$ cat config.mk
export PLATFORM = sky130hd
export DESIGN_NAME = auxres_bank
export DESIGN_NICKNAME = d
export VERILOG_FILES = /design/src/rtl/auxres_pkg.sv /design/src/rtl/auxres_bank.sv
export VERILOG_INCLUDE_DIRS = /design/src /design/src/rtl
export SDC_FILE = /design/constraint.sdc
export NUM_CORES = 1
export LEC_CHECK = 0
export BUFFER_PORTS_ARGS = -buffer_cell sky130_fd_sc_hd__buf_2
export CAP_MARGIN = 20
export CORE_ASPECT_RATIO = 1.4
export CORE_UTILIZATION = 47
export DETAILED_ROUTE_END_ITERATION = 7
export MAX_ROUTING_LAYER = met4
export PLACE_DENSITY = 0.76
export SYNTH_ARGS = -nofsm -noshare
export SYNTH_HDL_FRONTEND = slang
export SYNTH_SLANG_ARGS = --single-unit
$ cat constraint.sdc
create_clock -name ref_clk -period 1.7 [get_ports ref_clk]
set_input_delay 0.34 -clock ref_clk [delete_from_list [all_inputs] [get_ports ref_clk]]
set_output_delay 0.34 -clock ref_clk [all_outputs]
set_load 0.01 [all_outputs]
$ cat src/rtl/auxres_regs.svh
// Purpose: offsets, field positions and reset values of the aux result bank
// Assumes: byte-wide register address, 16-bit register data
// Notes:   result channels sit at consecutive addresses from channel 0
`ifndef AUXRES_REGS_SVH
`define AUXRES_REGS_SVH

// ****************************************
// register offsets
// ****************************************
`define AUXRES_OFS_CH0   8'h59
`define AUXRES_OFS_CH1   8'h5a
`define AUXRES_OFS_CH2   8'h5b
`define AUXRES_OFS_CH3   8'h5c
`define AUXRES_OFS_CH4   8'h5d
`define AUXRES_OFS_CTRL  8'h70
`define AUXRES_OFS_STAT  8'h71

// ****************************************
// widths, fields and reset values
// ****************************************
`define AUXRES_NCH       5
`define AUXRES_CW        14
`define AUXRES_AW        8
`define AUXRES_DW        16
`define AUXRES_PAD       2'b00
`define AUXRES_RST16     16'h0000
`define AUXRES_RST14     14'h0000
`define AUXRES_RST1      1'b0
`define AUXRES_CTRL_RST  11'h000

`endif

$ cat src/rtl/auxres_pkg.sv
// Purpose: shared types of the aux result bank
// Assumes: constants come from auxres_regs.svh
// Notes:   control struct order matches its register bit layout
`include "auxres_regs.svh"

package auxres_pkg;

  // one scan report from the acquisition engine
  typedef struct packed {
    logic                                  done;
    logic [`AUXRES_NCH-1:0]                measured;
    logic [`AUXRES_NCH-1:0][`AUXRES_CW-1:0] code;
  } auxres_scan_t;

  // control register: bit 10 ref, bits 9:5 analog mode, bits 4:0 enable
  typedef struct packed {
    logic                   ref_abs;
    logic [`AUXRES_NCH-1:0] mode;
    logic [`AUXRES_NCH-1:0] en;
  } auxres_ctrl_t;

endpackage : auxres_pkg

$ cat src/rtl/auxres_bank.sv
// Purpose: read-only result registers of the auxiliary channels
// Assumes: engine and register port run on ref_clk, no synchronisers
// Notes:   one-cycle read latency, slave never stalls
//          a status word reports the full scale behind each stored code
`include "auxres_regs.svh"

module auxres_bank (
  // clock and reset
  input  wire logic                       ref_clk,
  input  wire logic                       resetn,
  // register port
  input  wire logic [`AUXRES_AW-1:0]      addr,
  input  wire logic [`AUXRES_DW-1:0]      wr_data,
  input  wire logic                       wr_en,
  input  wire logic                       rd_en,
  output logic      [`AUXRES_DW-1:0]      rd_data,
  // acquisition engine
  input  wire auxres_pkg::auxres_scan_t   scan,
  output logic                            aux_ref_absolute,
  output logic      [`AUXRES_NCH-1:0]     aux_measure_enable,
  output logic      [`AUXRES_NCH-1:0]     aux_analog_input_mode
);

  // ****************************************
  // state
  // ****************************************
  auxres_pkg::auxres_ctrl_t ctrl;
  logic [`AUXRES_CW-1:0]    res [`AUXRES_NCH];
  logic                     tag [`AUXRES_NCH];
  logic [`AUXRES_DW-1:0]    next_rd_data;
  logic [`AUXRES_NCH-1:0]   upd;

  // ****************************************
  // control register
  // ****************************************

  // software steers enable, analog mode and reference choice
  // only the control address is writable; results have no write port
  always_ff @(posedge ref_clk or negedge resetn)
  begin
    if (!resetn)
      ctrl <= `AUXRES_CTRL_RST;
    else if (wr_en && addr == `AUXRES_OFS_CTRL)
      ctrl <= auxres_pkg::auxres_ctrl_t'(wr_data[$bits(ctrl)-1:0]);
  end

  // control fields go straight to the engine
  assign aux_ref_absolute      = ctrl.ref_abs;
  assign aux_measure_enable    = ctrl.en;
  assign aux_analog_input_mode = ctrl.mode;

  // ****************************************
  // result channels
  // ****************************************
  for (genvar i = 0; i < `AUXRES_NCH; i++)
  begin : g_ch
    // only a measured, enabled, analog channel takes a new code
    assign upd[i] = scan.done && scan.measured[i] && ctrl.en[i] && ctrl.mode[i];

    // no write path at all: bus writes cannot reach the result
    always_ff @(posedge ref_clk or negedge resetn)
    begin
      if (!resetn)
        res[i] <= `AUXRES_RST14;
      else if (upd[i])
        res[i] <= scan.code[i];
    end

    // codes kept as delivered; rescaling here would lose resolution
    // remember which full scale the stored code refers to
    always_ff @(posedge ref_clk or negedge resetn)
    begin
      if (!resetn)
        tag[i] <= `AUXRES_RST1;
      else if (upd[i])
        tag[i] <= ctrl.ref_abs;
    end

    // ****************************************
    // per-channel checks
    // ****************************************

    // a disabled channel keeps its code through a scan
    skip_hold_a: assert property (@(posedge ref_clk) disable iff (!resetn)
      scan.done && !ctrl.en[i] |=> res[i] == $past(res[i]))
      else $error("skipped channel result changed");

    // a channel left out of the scan keeps its code too
    unmeasured_hold_a: assert property (@(posedge ref_clk) disable iff (!resetn)
      scan.done && !scan.measured[i] |=> res[i] == $past(res[i]))
      else $error("unmeasured channel result changed");

    // a port in another function never takes a code
    not_updated_a: assert property (@(posedge ref_clk) disable iff (!resetn)
      scan.done && !ctrl.mode[i] |=> res[i] == $past(res[i]))
      else $error("non-analog channel result changed");

    // a qualifying scan stores the delivered code
    code_load_a: assert property (@(posedge ref_clk) disable iff (!resetn)
      upd[i] |=> res[i] == $past(scan.code[i]))
      else $error("scan code not stored");

    // bus writes leave the result alone
    write_ignored_a: assert property (@(posedge ref_clk) disable iff (!resetn)
      wr_en && !upd[i] |=> res[i] == $past(res[i]))
      else $error("write altered a result register");

    // nothing but a qualifying scan moves the result
    res_quiet_a: assert property (@(posedge ref_clk) disable iff (!resetn)
      !upd[i] |=> res[i] == $past(res[i]))
      else $error("result changed without a scan");

    // tag taken with the code, from the mode of that cycle
    ref_tag_a: assert property (@(posedge ref_clk) disable iff (!resetn)
      upd[i] ##1 !upd[i] [*2] |-> tag[i] == $past(ctrl.ref_abs, 2))
      else $error("reference tag does not follow mode");

    // tag only moves together with a new code
    tag_hold_a: assert property (@(posedge ref_clk) disable iff (!resetn)
      !upd[i] |=> tag[i] == $past(tag[i]))
      else $error("reference tag changed without a scan");

    // status bit i reports the full scale of the stored code
    status_bit_a: assert property (@(posedge ref_clk) disable iff (!resetn)
      rd_en && addr == `AUXRES_OFS_STAT |=> rd_data[i] == $past(tag[i]))
      else $error("status bit does not match stored scale");

    // an analog channel reads its code over the pad bits
    read_value_a: assert property (@(posedge ref_clk) disable iff (!resetn)
      rd_en && addr == `AUXRES_OFS_CH0 + 8'(i) && ctrl.mode[i]
      |=> rd_data == {$past(res[i]), `AUXRES_PAD})
      else $error("result read returned wrong value");

    // a non-analog channel reads zero whatever is stored
    not_analog_a: assert property (@(posedge ref_clk) disable iff (!resetn)
      rd_en && addr == `AUXRES_OFS_CH0 + 8'(i) && !ctrl.mode[i]
      |=> rd_data == `AUXRES_RST16)
      else $error("non-analog channel read not zero");
  end

  // ****************************************
  // read path
  // ****************************************

  // mode gates the read, not only the store, so a port switched back
  // to analog shows its last code again; a status read tells, per
  // channel, which full scale that stored code was taken against
  // address decode; unmapped addresses answer zero
  always_comb
  begin
    next_rd_data = `AUXRES_RST16;
    for (int k = 0; k < `AUXRES_NCH; k++)
    begin
      if (addr == `AUXRES_OFS_CH0 + 8'(k) && ctrl.mode[k])
        next_rd_data = {res[k], `AUXRES_PAD};
      // status bits sit at the channel numbers
      if (addr == `AUXRES_OFS_STAT)
        next_rd_data[k] = tag[k];
    end
    if (addr == `AUXRES_OFS_CTRL)
      next_rd_data = `AUXRES_DW'(ctrl);
  end

  // data stands only in the cycle after the strobe, zero elsewhere
  // clearing it keeps stale codes off a shared read bus
  always_ff @(posedge ref_clk or negedge resetn)
  begin
    if (!resetn)
      rd_data <= `AUXRES_RST16;
    else if (rd_en)
      rd_data <= next_rd_data;
    else
      rd_data <= `AUXRES_RST16;
  end

  // ****************************************
  // bank-wide checks
  // ****************************************

  // the pad bits of every result word stay clear
  low_bits_a: assert property (@(posedge ref_clk) disable iff (!resetn)
    rd_en && addr >= `AUXRES_OFS_CH0 && addr <= `AUXRES_OFS_CH4
    |=> rd_data[1:0] == `AUXRES_PAD)
    else $error("unused low result bits not zero");

  // the reference choice follows the control write
  ctrl_write_a: assert property (@(posedge ref_clk) disable iff (!resetn)
    wr_en && addr == `AUXRES_OFS_CTRL
    |=> aux_ref_absolute == $past(wr_data[$bits(ctrl)-1]))
    else $error("reference mode not taken from write");

  // control reads back in its low bits, zeros above
  ctrl_read_a: assert property (@(posedge ref_clk) disable iff (!resetn)
    rd_en && addr == `AUXRES_OFS_CTRL
    |=> rd_data == `AUXRES_DW'($past(ctrl)))
    else $error("control readback wrong");

  // read data stands for one cycle only
  idle_zero_a: assert property (@(posedge ref_clk) disable iff (!resetn)
    !rd_en |=> rd_data == `AUXRES_RST16)
    else $error("read data outside its cycle");

  // main scenarios: fresh code read at once, skipped channel, non-analog
  // read, back-to-back strobes, a status word with a scale bit set
  cov_update_c:  cover property (@(posedge ref_clk) disable iff (!resetn)
    scan.done && upd != '0 ##1 rd_en);
  cov_skip_c:    cover property (@(posedge ref_clk) disable iff (!resetn)
    scan.done && scan.measured != '0 && ctrl.en != ctrl.mode);
  cov_noanalog_c: cover property (@(posedge ref_clk) disable iff (!resetn)
    rd_en && addr == `AUXRES_OFS_CH2 && !ctrl.mode[2]);
  cov_b2b_c:     cover property (@(posedge ref_clk) disable iff (!resetn)
    wr_en ##1 rd_en ##1 rd_en);
  cov_status_c:  cover property (@(posedge ref_clk) disable iff (!resetn)
    rd_en && addr == `AUXRES_OFS_STAT ##1 rd_data != '0);

endmodule : auxres_bank

==> results of run 1 <==
==> cell usage in the layout (no fill, tap or decap), types with 5 or more instances in the layout <==
master | synthesis | final
nand4_1 | 5 | 5
dfrtp_1 | 102 | 101
buf_12 | 0 | 5
a221oi_1 | 13 | 7
o32a_1 | 5 | 5
nand2_1 | 8 | 7
buf_2 | 5 | 124
o22ai_1 | 12 | 6
a221oi_2 | 0 | 6
nor2_1 | 17 | 17
o21ai_0 | 6 | 6
buf_4 | 3 | 44
o22ai_2 | 2 | 5
mux2_2 | 86 | 86
a21oi_1 | 7 | 7
clkbuf_16 | 0 | 9
==> metrics by stage <==
step / setup TNS (ns) / power (W) / hold WS (ns)
2_1_floorplan: -0.09401 / 0.002620 / 0.04441
3_3_place_gp: -2.304 / 0.002868 / 0.2365
3_5_place_dp: -2.794 / 0.002876 / 0.2393
4_1_cts: -0.001921 / 0.004914 / 0.2180
5_1_grt: -0.2860 / 0.005044 / 0.2247
6_report: -0.008460 / 0.004885 / 0.2243
==> power by group through the flow <==
stage | combinational, W | clock [W] | sequential [W]
after detailed placement | 0.000348 | 0 | 0.00253
final | 0.000351 | 0.00205 | 0.00249
after CTS | 0.000351 | 0.00208 | 0.00248
after global placement | 0.000340 | 0 | 0.00253
after floorplan | 0.0000909 | 0 | 0.00253
after global routing | 0.000386 | 0.00217 | 0.00249
==> final cells by class <==
type	instances	area [um^2]	share of cell area [%]
sequential	102	2554	42.32
clock inverter	4	45.04	0.7464
tap	110	137.6	2.281
clock buffer	12	256.5	4.250
inverter	1	3.754	0.06220
multi-input combinational	214	1977	32.76
timing repair buffer	174	1061	17.58
==> flip-flops by register name, summed over array words and instances (netlist names) <==
signal                 flops
rd_data                   16
res                       70
tag                        5
aux_measure_enable         5
aux_analog_input_mode      5
aux_ref_absolute           1
==> layer usage <==
layer / vias to the layer above / GRT usage (%) / wire length [um]
met2: 101 / 42.68 / 6269
li1: 1620 / - / -
met3: 27 / 3.296 / 463
met5: - / - / 0
met4: 0 / 13.56 / 436
met1: 1744 / 29.38 / 4630
==> worst max-delay path by stage <==
stage / startpoint / to / slack [ns] / depth (start not counted)
finish: aux_analog_input_mode[3] / rd_data[12] / -0.008 / 6
global route: aux_analog_input_mode[3] / rd_data[12] / -0.06 / 6
CTS: aux_analog_input_mode[3] / rd_data[4] / -0.002 / 6
detailed placement: addr[2] / rd_data[9] / -0.20 / 7
global placement: addr[1] / rd_data[9] / -0.17 / 7
floorplan: aux_analog_input_mode[3] / rd_data[12] / -0.03 / 7
==> logic make-up after synthesis <==
family	count (synthesis)	synth area share, %
DFF	102	56.51
and+or+nand+nor	61	8.006
buffers and inverters	21	2.465
AOI/OAI and AO/OA	65	11.14
muxes	88	21.88
==> repair_timing <==
| action | CTS | global route |
|---|---|---|
| setup endpoints to repair | 4 | 11 |
| gates resized for setup | 5 | 15 |
| endpoints found under the hold margin | 15 | 0 |
| hold buffers | 1 | 0 |
| pin swaps | 0 | 3 |
==> impl_metrics.py, run 1 <==
metrics = {
    "timing": {
        "slew_headroom_pct": 73.16,
        "rsz0062_at_grt": "yes",
        "tightest_slew_ns": 0.4026,
        "fin_crit_sh_pct": 100.5,
        "timing.fmax_ghz": 0.5853,
        "clock_skew_ns": 0.004884,
        "hold_violations": 0,
        "setup_viol": 1,
        "min_period_ns": 1.708,
        "worst_slack_ns": -0.008460,
        "drv_slew": 0,
    },
    "logic_synthesis": {
        "synth_commonest_cells": "dfrtp_1 (102), mux2_2 (86), nor2_1 (17)",
        "synth_edf_count": 0,
        "yosysWarningCount": 0,
        "synth_nets": 441,
        "yosysUniqueCellTypes": 48,
        "synth_seq_cells": 102,
        "syn-cell-area_mm2": 0.004517,
        "yosys-top-cells-area": "dfrtp_1 (57%), mux2_2 (21%), a221oi_1 (2.5%)",
        "async_flop_share_pct": 100.0,
        "postSynthAreaPerCell_um2": 13.40,
        "ys_seq_area_share_pct": 56.51,
        "ys.flop_type": "dfrtp_1",
        "syn_inst": 337,
        "yosysTopAreaCellShare_pct": 56.51,
        "synth_top_area_cell": "dfrtp_1",
        "yosysMostFrequentCell": "dfrtp_1",
    },
    "grt": {
        "grt_max_degree": 39,
        "grt_pass1_wl_um": 18270,
        "grt-ovfl-total": 0,
        "grt_pass1_vias": 3629,
        "antenna_found_initial": 0,
        "grt_usage_pct": 25.36,
    },
    "layout": {
        "n_antenna_cell": 0,
        "post-route-util_pct": 64.15,
        "stdcell_count": 617,
        "drive_above_1_share_pct": 58.97,
        "final_cell_area_mm2": 0.006035,
        "fillerInstances": 722,
        "layout.nets": 606,
        "area_growth_pct": 33.60,
    },
    "routing": {
        "num_vias": 3492,
        "ant_nets": 0,
        "drtIter0Drc": 220,
        "first_pass_iters": 7,
        "avgViaCountPerCell": 5.660,
        "wl_um": 11800,
        "drcViolationCount": 8,
        "wire_per_inst_um": 19.12,
    },
    "cts": {
        "cts_setup_buffers": 0,
        "insertion_delay_ns": 0.34,
        "cts_root_buf": "clkbuf_16",
        "cts_tree": "yes",
        "ctsLongestPathBuffers": 2,
        "cts.sinks": 102,
        "h-tree-depth": 3,
        "cts_inserted_buffers": 9,
        "clk_transition_reported_paths_ns": 0.06,
    },
    "run_status": {
        "status": "finished, violations left",
        "violations": "DRC, setup timing",
    },
    "floorplanning": {
        "rows": 42,
        "die-area_mm2": 0.01001,
        "ios": 131,
        "core-area_mm2": 0.009407,
        "die_w_um": 84.85,
        "start_util_pct": 48.02,
        "die_y_um": 118.0,
    },
    "critical_path": {
        "required_ns": 1.93,
        "worst-path-buf-inv": 1,
        "r2r_setup_slack_ns": -0.008,
        "cpPeakStageDelay_ns": 0.39,
        "startpoint_type": "register",
        "r2r_end": "rd_data[12]",
        "worst-setup-path-type": "register to register",
        "cp.arrival_ns": 1.94,
        "cp_slowest_cell": "or3b_4",
        "crit_family": "simple AND/OR/NAND/NOR gates",
        "crit_fanout": 15,
        "r2r_cells": 6,
        "r2r-start": "aux_analog_input_mode[3]",
        "end_kind": "register",
        "path_cells": "or3b_4 -> or2_4 -> buf_12 -> o22ai_2 -> o31ai_1 -> and3_1",
    },
    "min_path": {
        "min_from": "scan[16]",
        "min_to": "res[44]",
        "min_path_cells": 2,
        "hold_path.class": "input pin to register",
    },
    "flow_run": {
        "drv_cap": 0,
    },
    "pwr": {
        "switching_share_pct": 21.19,
        "power_frac_comb_pct": 7.2,
        "power.net_switching_w": 0.001035,
        "ir_worst_vdd_uv": 514.0,
        "powerDensity_mw_per_mm2": 809.5,
        "pwr-share-seq_pct": 50.9,
        "cell_internal_pwr_w": 0.003850,
        "leakage_nw": 3.138,
        "clkPwrFrac_pct": 41.9,
    },
    "placed_design": {
        "gp_congestion": 0.8793,
        "dp_slack_ns": -0.1993,
        "dpl_cell_area_mm2": 0.005602,
        "dp.cells": 600,
        "place_hpwl_um": 9131,
        "portBuffers": 125,
    },
}
(Power assumes the default switching activity.)
==> inputs of run 2 (changes only) <==
--- a/config.mk
+++ b/config.mk
@@ -9,9 +9,9 @@
 export BUFFER_PORTS_ARGS = -buffer_cell sky130_fd_sc_hd__buf_2
 export CAP_MARGIN = 20
 export CORE_ASPECT_RATIO = 1.4
+export CORE_MARGIN = 3
 export CORE_UTILIZATION = 47
 export DETAILED_ROUTE_END_ITERATION = 7
-export MAX_ROUTING_LAYER = met4
 export PLACE_DENSITY = 0.76
 export SYNTH_ARGS = -nofsm -noshare
 export SYNTH_HDL_FRONTEND = slang
==> run 2 against run 1 <==
The run now ends clean. Cell area shrank 0.87%. Highest routed layer unchanged. Worst hold slack is essentially flat. Routed wire length grew 3.2%. Via count grew 2.2%. Largest power group unchanged. Utilization grew 0.99 points. Clock power is essentially flat. Die area grew 8.3%. Combinational power is essentially flat. Non-clock buffer count shrank 2.
==> impl_metrics.py, run 2 (synthesized netlist as in run 1, its figures left out) <==
metrics = {
    "run_status": {
        "status": "complete, no violations",
    },
    "grt": {
        "grtUsageMet2_pct": 39.08,
        "grt_max_degree": 42,
        "grtUsageMet1_pct": 28.19,
        "grt_pass1_wl_um": 18450,
        "antenna_found_initial": 0,
        "grt-ovfl-total": 0,
        "busiest_layer": "met2",
        "grt_pass1_vias": 3597,
        "grt_usage_pct": 22.92,
        "met3_usage_pct": 3.654,
    },
    "layout": {
        "layout.nets": 604,
        "final_cell_mix": "buf_2 (124), dfrtp_1 (101), mux2_2 (86)",
        "final_common_cell": "buf_2",
        "post-route-util_pct": 65.15,
        "regMostFlops": "res",
        "reg_top3": "res: 70 flops, rd_data: 16 flops",
        "n_antenna_cell": 0,
        "drive_above_1_share_pct": 59.21,
        "largest_reg_flops": 70,
        "area_growth_pct": 32.44,
    },
    "cts": {
        "cts_root_buf": "clkbuf_16",
        "h-tree-depth": 3,
        "cts_tree": "yes",
        "cts.sinks": 102,
        "insertion_delay_ns": 0.34,
        "cts_inserted_buffers": 9,
        "ctsLongestPathBuffers": 2,
        "clk_transition_reported_paths_ns": 0.07,
    },
    "placed_design": {
        "portBuffers": 125,
        "gp_congestion": 0.8920,
        "dp_slack_ns": -0.1442,
        "place_hpwl_um": 9219,
    },
    "timing": {
        "tightest_slew_ns": 0.4285,
        "fin_crit_sh_pct": 99.41,
        "clock_skew_ns": 0.004781,
        "min_period_ns": 1.690,
        "finalSetupTns_ns": 0,
        "drv_slew": 0,
        "setup_viol": 0,
        "rsz0062_at_grt": "yes",
        "hold_violations": 0,
        "timing.fmax_ghz": 0.5917,
        "slew_headroom_pct": 71.43,
        "worst_slack_ns": 0.01005,
    },
    "critical_path": {
        "r2r_setup_slack_ns": 0.01,
        "r2r-start": "aux_analog_input_mode[3]",
        "required_ns": 1.93,
        "worst-setup-path-type": "register to register",
        "startpoint_type": "register",
        "crit_fanout": 14,
        "r2r_cells": 5,
        "end_kind": "register",
        "r2r_end": "rd_data[3]",
        "cp.arrival_ns": 1.92,
    },
    "pwr": {
        "ir_worst_vdd_uv": 573.4,
        "powerDensity_mw_per_mm2": 821.7,
        "total_power_w": 0.004916,
        "leakage_nw": 3.119,
    },
    "flow_run": {
        "drv_cap": 0,
    },
    "routing": {
        "first_pass_iters": 4,
        "drcViolationCount": 0,
        "num_vias": 3570,
        "wire_per_inst_um": 19.91,
        "ant_nets": 0,
        "wl_um": 12180,
        "drtIter0Drc": 226,
        "avgViaCountPerCell": 5.833,
    },
    "min_path": {
        "min_to": "res[26]",
        "min_from": "scan[54]",
        "min_path_cells": 2,
        "hold_path.class": "input pin to register",
    },
    "floorplanning": {
        "rows": 41,
        "die_w_um": 88.85,
        "ios": 131,
        "die-area_mm2": 0.01084,
        "start_util_pct": 49.19,
        "die_y_um": 122.0,
        "core-area_mm2": 0.009183,
    },
}
[run 2: cell types whose count changed in the layout (fill, tap and decap cells not counted), sizes merged]
cell,delta
inv,+2
buf,-2
clkinvlp,+3
clkbuf,-3
clkinv,-2
[run 2: worst max path at each step]
| stage | startpoint | end | slack [ns] | cells after the start |
|---|---|---|---|---|
| 4_1_cts | aux_analog_input_mode[3] | rd_data[3] | -0.001 | 6 |
| 2_1_floorplan | aux_analog_input_mode[3] | rd_data[12] | -0.03 | 7 |
| 3_5_place_dp | addr[0] | rd_data[6] | -0.14 | 8 |
| 6_report | aux_analog_input_mode[3] | rd_data[3] | 0.01 | 5 |
| 5_1_grt | aux_analog_input_mode[3] | rd_data[3] | -0.03 | 5 |
| 3_3_place_gp | addr[2] | rd_data[2] | -0.14 | 7 |
[run 2: power breakdown]
group | total, W | switching (W) | internal, W
clock network | 0.00208 | 0.000923 | 0.00116
registers | 0.00248 | 0.0000278 | 0.00246
logic | 0.000350 | 0.000173 | 0.000177
total | 0.00492 | 0.00112 | 0.00379
[run 2: what timing repair did]
item	CTS	global route
endpoints found under the hold margin	29	0
endpoints found under the setup margin	3	10
hold buffers	1	0
pin swaps	0	2
setup buffers	0	1
gates resized for setup	3	14
[run 2: per-stage QoR]
| step | cell area [um^2] | hold WS, ns | instances |
|---|---|---|---|
| after floorplan | 4554 | 0.04441 | 337 |
| after detailed placement | 5583 | 0.3085 | 595 |
| final | 5982 | 0.2242 | 612 |
| after global placement | 5583 | 0.3089 | 595 |
| after global routing | 5982 | 0.2175 | 612 |
| after CTS | 5918 | 0.2142 | 612 |
[run 2: routing by layer]
metal,vias up,routed length (um)
met5,-,0
met3,26,603
met1,1777,4797
met2,156,6419
met4,0,363
li1,1611,-
[run 2: worst max-delay path: stages, from the launching register on]
cell and delay (ns):
dfrtp_2 0.38, or3b_4 0.39, or2_4 0.35, o221ai_2 0.21, o22ai_1 0.10, o211a_1 0.14
[run 2: cell type report]
type                            instances  area, um^2
Tap cell                              107       133.9
Clock buffer                            9       225.2
Timing Repair Buffer                  172        1037
Inverter                                1       3.754
Fill cell                             712        3201
Clock inverter                          7       81.33
Sequential cell                       102        2554
Multi-Input combinational cell        214        1947
==> inputs of run 3 (changes only) <==
--- a/config.mk
+++ b/config.mk
@@ -13,6 +13,7 @@
 export CORE_UTILIZATION = 47
 export DETAILED_ROUTE_END_ITERATION = 7
 export PLACE_DENSITY = 0.76
+export RECOVER_POWER = 100
 export SYNTH_ARGS = -nofsm -noshare
 export SYNTH_HDL_FRONTEND = slang
 export SYNTH_SLANG_ARGS = --single-unit
==> run 3 against run 2 <==
Combinational power fell by 2%. Clock-buffer cell count did not move. Setup slack improved by 0.0088 ns. Sequential share of layout area rose by 0.46 points. Flip-flop and latch count did not move. First-iteration DRC count fell by 1.3%. Die area did not move. Total power fell by 0.16%. Worst hold slack got worse by 0.0034 ns. Non-clock buffer count did not move. Register-to-register slack barely moved. Largest power group unchanged.
==> impl_metrics.py, run 3 (synthesized netlist as in run 1, its figures left out) <==
metrics = {
    "run_status": {
        "status": "complete, no violations",
    },
    "timing": {
        "min_period_ns": 1.681,
        "fin_crit_sh_pct": 98.89,
        "slew_headroom_pct": 46.98,
        "rsz0062_at_grt": "yes",
        "timing.fmax_ghz": 0.5948,
        "drv_slew": 0,
        "hold_violations": 0,
        "timing.hold.ws_ns": 0.2209,
        "tightest_slew_ns": 0.7953,
        "finalSetupTns_ns": 0,
        "setup_viol": 0,
        "clock_skew_ns": 0.006666,
    },
    "routing": {
        "avgViaCountPerCell": 5.748,
        "num_vias": 3518,
        "wire_per_inst_um": 20.13,
        "drtIter0Drc": 223,
        "first_pass_iters": 4,
        "ant_nets": 0,
        "drcViolationCount": 0,
        "wl_um": 12320,
    },
    "placed_design": {
        "dpl_cell_area_mm2": 0.005583,
        "portBuffers": 125,
        "gp_congestion": 0.8920,
        "place_hpwl_um": 9219,
    },
    "layout": {
        "multiInputGateArea_mm2": 0.001944,
        "final_cell_area_mm2": 0.005918,
        "largest_reg_flops": 70,
        "reg_top3": "res: 70 flops, rd_data: 16 flops",
        "drive_above_1_share_pct": 54.85,
        "final_common_cell": "buf_2",
        "regMostFlops": "res",
        "n_antenna_cell": 0,
        "area_growth_pct": 31.03,
        "final_cell_mix": "buf_2 (103), dfrtp_1 (101), mux2_2 (86)",
        "seqCellArea_mm2": 0.002554,
        "fillerInstances": 733,
        "layout.nets": 604,
    },
    "pwr": {
        "cell_internal_pwr_w": 0.003784,
        "pwr-share-seq_pct": 50.6,
        "switching_share_pct": 22.90,
        "power.net_switching_w": 0.001124,
        "power_frac_comb_pct": 7.0,
        "leakage_nw": 3.012,
        "ir_worst_vdd_uv": 576.5,
        "powerDensity_mw_per_mm2": 829.3,
        "clkPwrFrac_pct": 42.4,
    },
    "cts": {
        "cts_tree": "yes",
        "cts_inserted_buffers": 9,
        "cts.sinks": 102,
        "h-tree-depth": 3,
        "insertion_delay_ns": 0.34,
        "ctsLongestPathBuffers": 2,
        "cts_root_buf": "clkbuf_16",
        "clk_transition_reported_paths_ns": 0.07,
    },
    "critical_path": {
        "startpoint": "aux_analog_input_mode[3]",
        "required_ns": 1.93,
        "crit_fanout": 14,
        "cp.arrival_ns": 1.91,
        "startpoint_type": "register",
        "worst-setup-path-type": "register to register",
        "end_kind": "register",
        "r2r-start": "aux_analog_input_mode[3]",
    },
    "floorplanning": {
        "start_util_pct": 49.19,
        "die_y_um": 122.0,
        "core-area_mm2": 0.009183,
        "rows": 41,
        "die-area_mm2": 0.01084,
        "ios": 131,
        "die_w_um": 88.85,
    },
    "min_path": {
        "hold_path.class": "input pin to register",
        "min_from": "scan[51]",
    },
    "grt": {
        "grt-ovfl-total": 0,
        "grt_usage_pct": 22.92,
        "antenna_found_initial": 0,
        "grt_pass1_wl_um": 18450,
        "grt_max_degree": 42,
        "grt_pass1_vias": 3597,
    },
    "flow_run": {
        "drv_cap": 0,
    },
}
==> run 3: worst max-delay path: stages (launching register included) <==
cell and delay [ns]:
dfrtp_2 0.38, or3b_4 0.39, or2_4 0.35, o221ai_2 0.21, o22ai_1 0.10, o211a_1 0.14
==> run 3: cell type report <==
cell class,instances,share of cell area (%)
clock buffers,9,3.805
multi-input cells,214,32.85
inverters,1,0.06342
clock inverters,7,1.374
well taps,107,2.262
repair buffers,172,16.49
flip-flops and latches,102,43.15
==> run 3: path summary, 6_finish.rpt <==
path,slack (ns),depth (start not counted),end
worst min-delay path,0.22,2,res[23]
worst min register to register,0.50,1,tag[1]
worst max-delay path,0.02,5,rd_data[3]
max in group asynchronous,0.25,3,res[57]
worst max register to register,0.02,5,rd_data[3]
min in group asynchronous,0.61,2,aux_ref_absolute
==> run 3: stage by stage <==
| step | std cells | setup slack (ns) | util [%] | power, W |
|---|---|---|---|---|
| after floorplan | 337 | -0.03331 | - | 0.002620 |
| after global placement | 595 | -0.1358 | 60.80 | 0.002866 |
| after detailed placement | 595 | -0.1442 | 60.80 | 0.002874 |
| after CTS | 612 | -0.001010 | 64.45 | 0.004935 |
| after global routing | 612 | -0.02742 | 64.45 | 0.005081 |
| final | 612 | 0.01888 | 64.45 | 0.004908 |
==> run 3: power by group through the flow <==
stage	Clock, W	Sequential (W)	Combinational, W
detailed placement	0	0.00253	0.000345
CTS	0.00210	0.00248	0.000350
global placement	0	0.00253	0.000339
finish	0.00208	0.00248	0.000343
global route	0.00222	0.00249	0.000374
floorplan	0	0.00253	0.0000909
==> run 3: per-layer routing <==
metal,share of wire (%),global-route usage (%),vias to the layer above,routed length [um]
li1,-,-,1610,-
met1,40,28.19,1758,4888
met2,53,39.08,129,6537
met3,4.8,3.654,21,593
met4,2.5,10.02,0,303
met5,0,0,-,0
==> run 3: what timing repair did <==
item / in CTS / in global routing
hold buffers: 1 / 0
pin swaps: 0 / 2
buffers inserted: 0 / 1
resized for setup: 3 / 14
hold endpoints to repair: 29 / 0
setup endpoints to repair: 3 / 10
cloned: 0 / 0
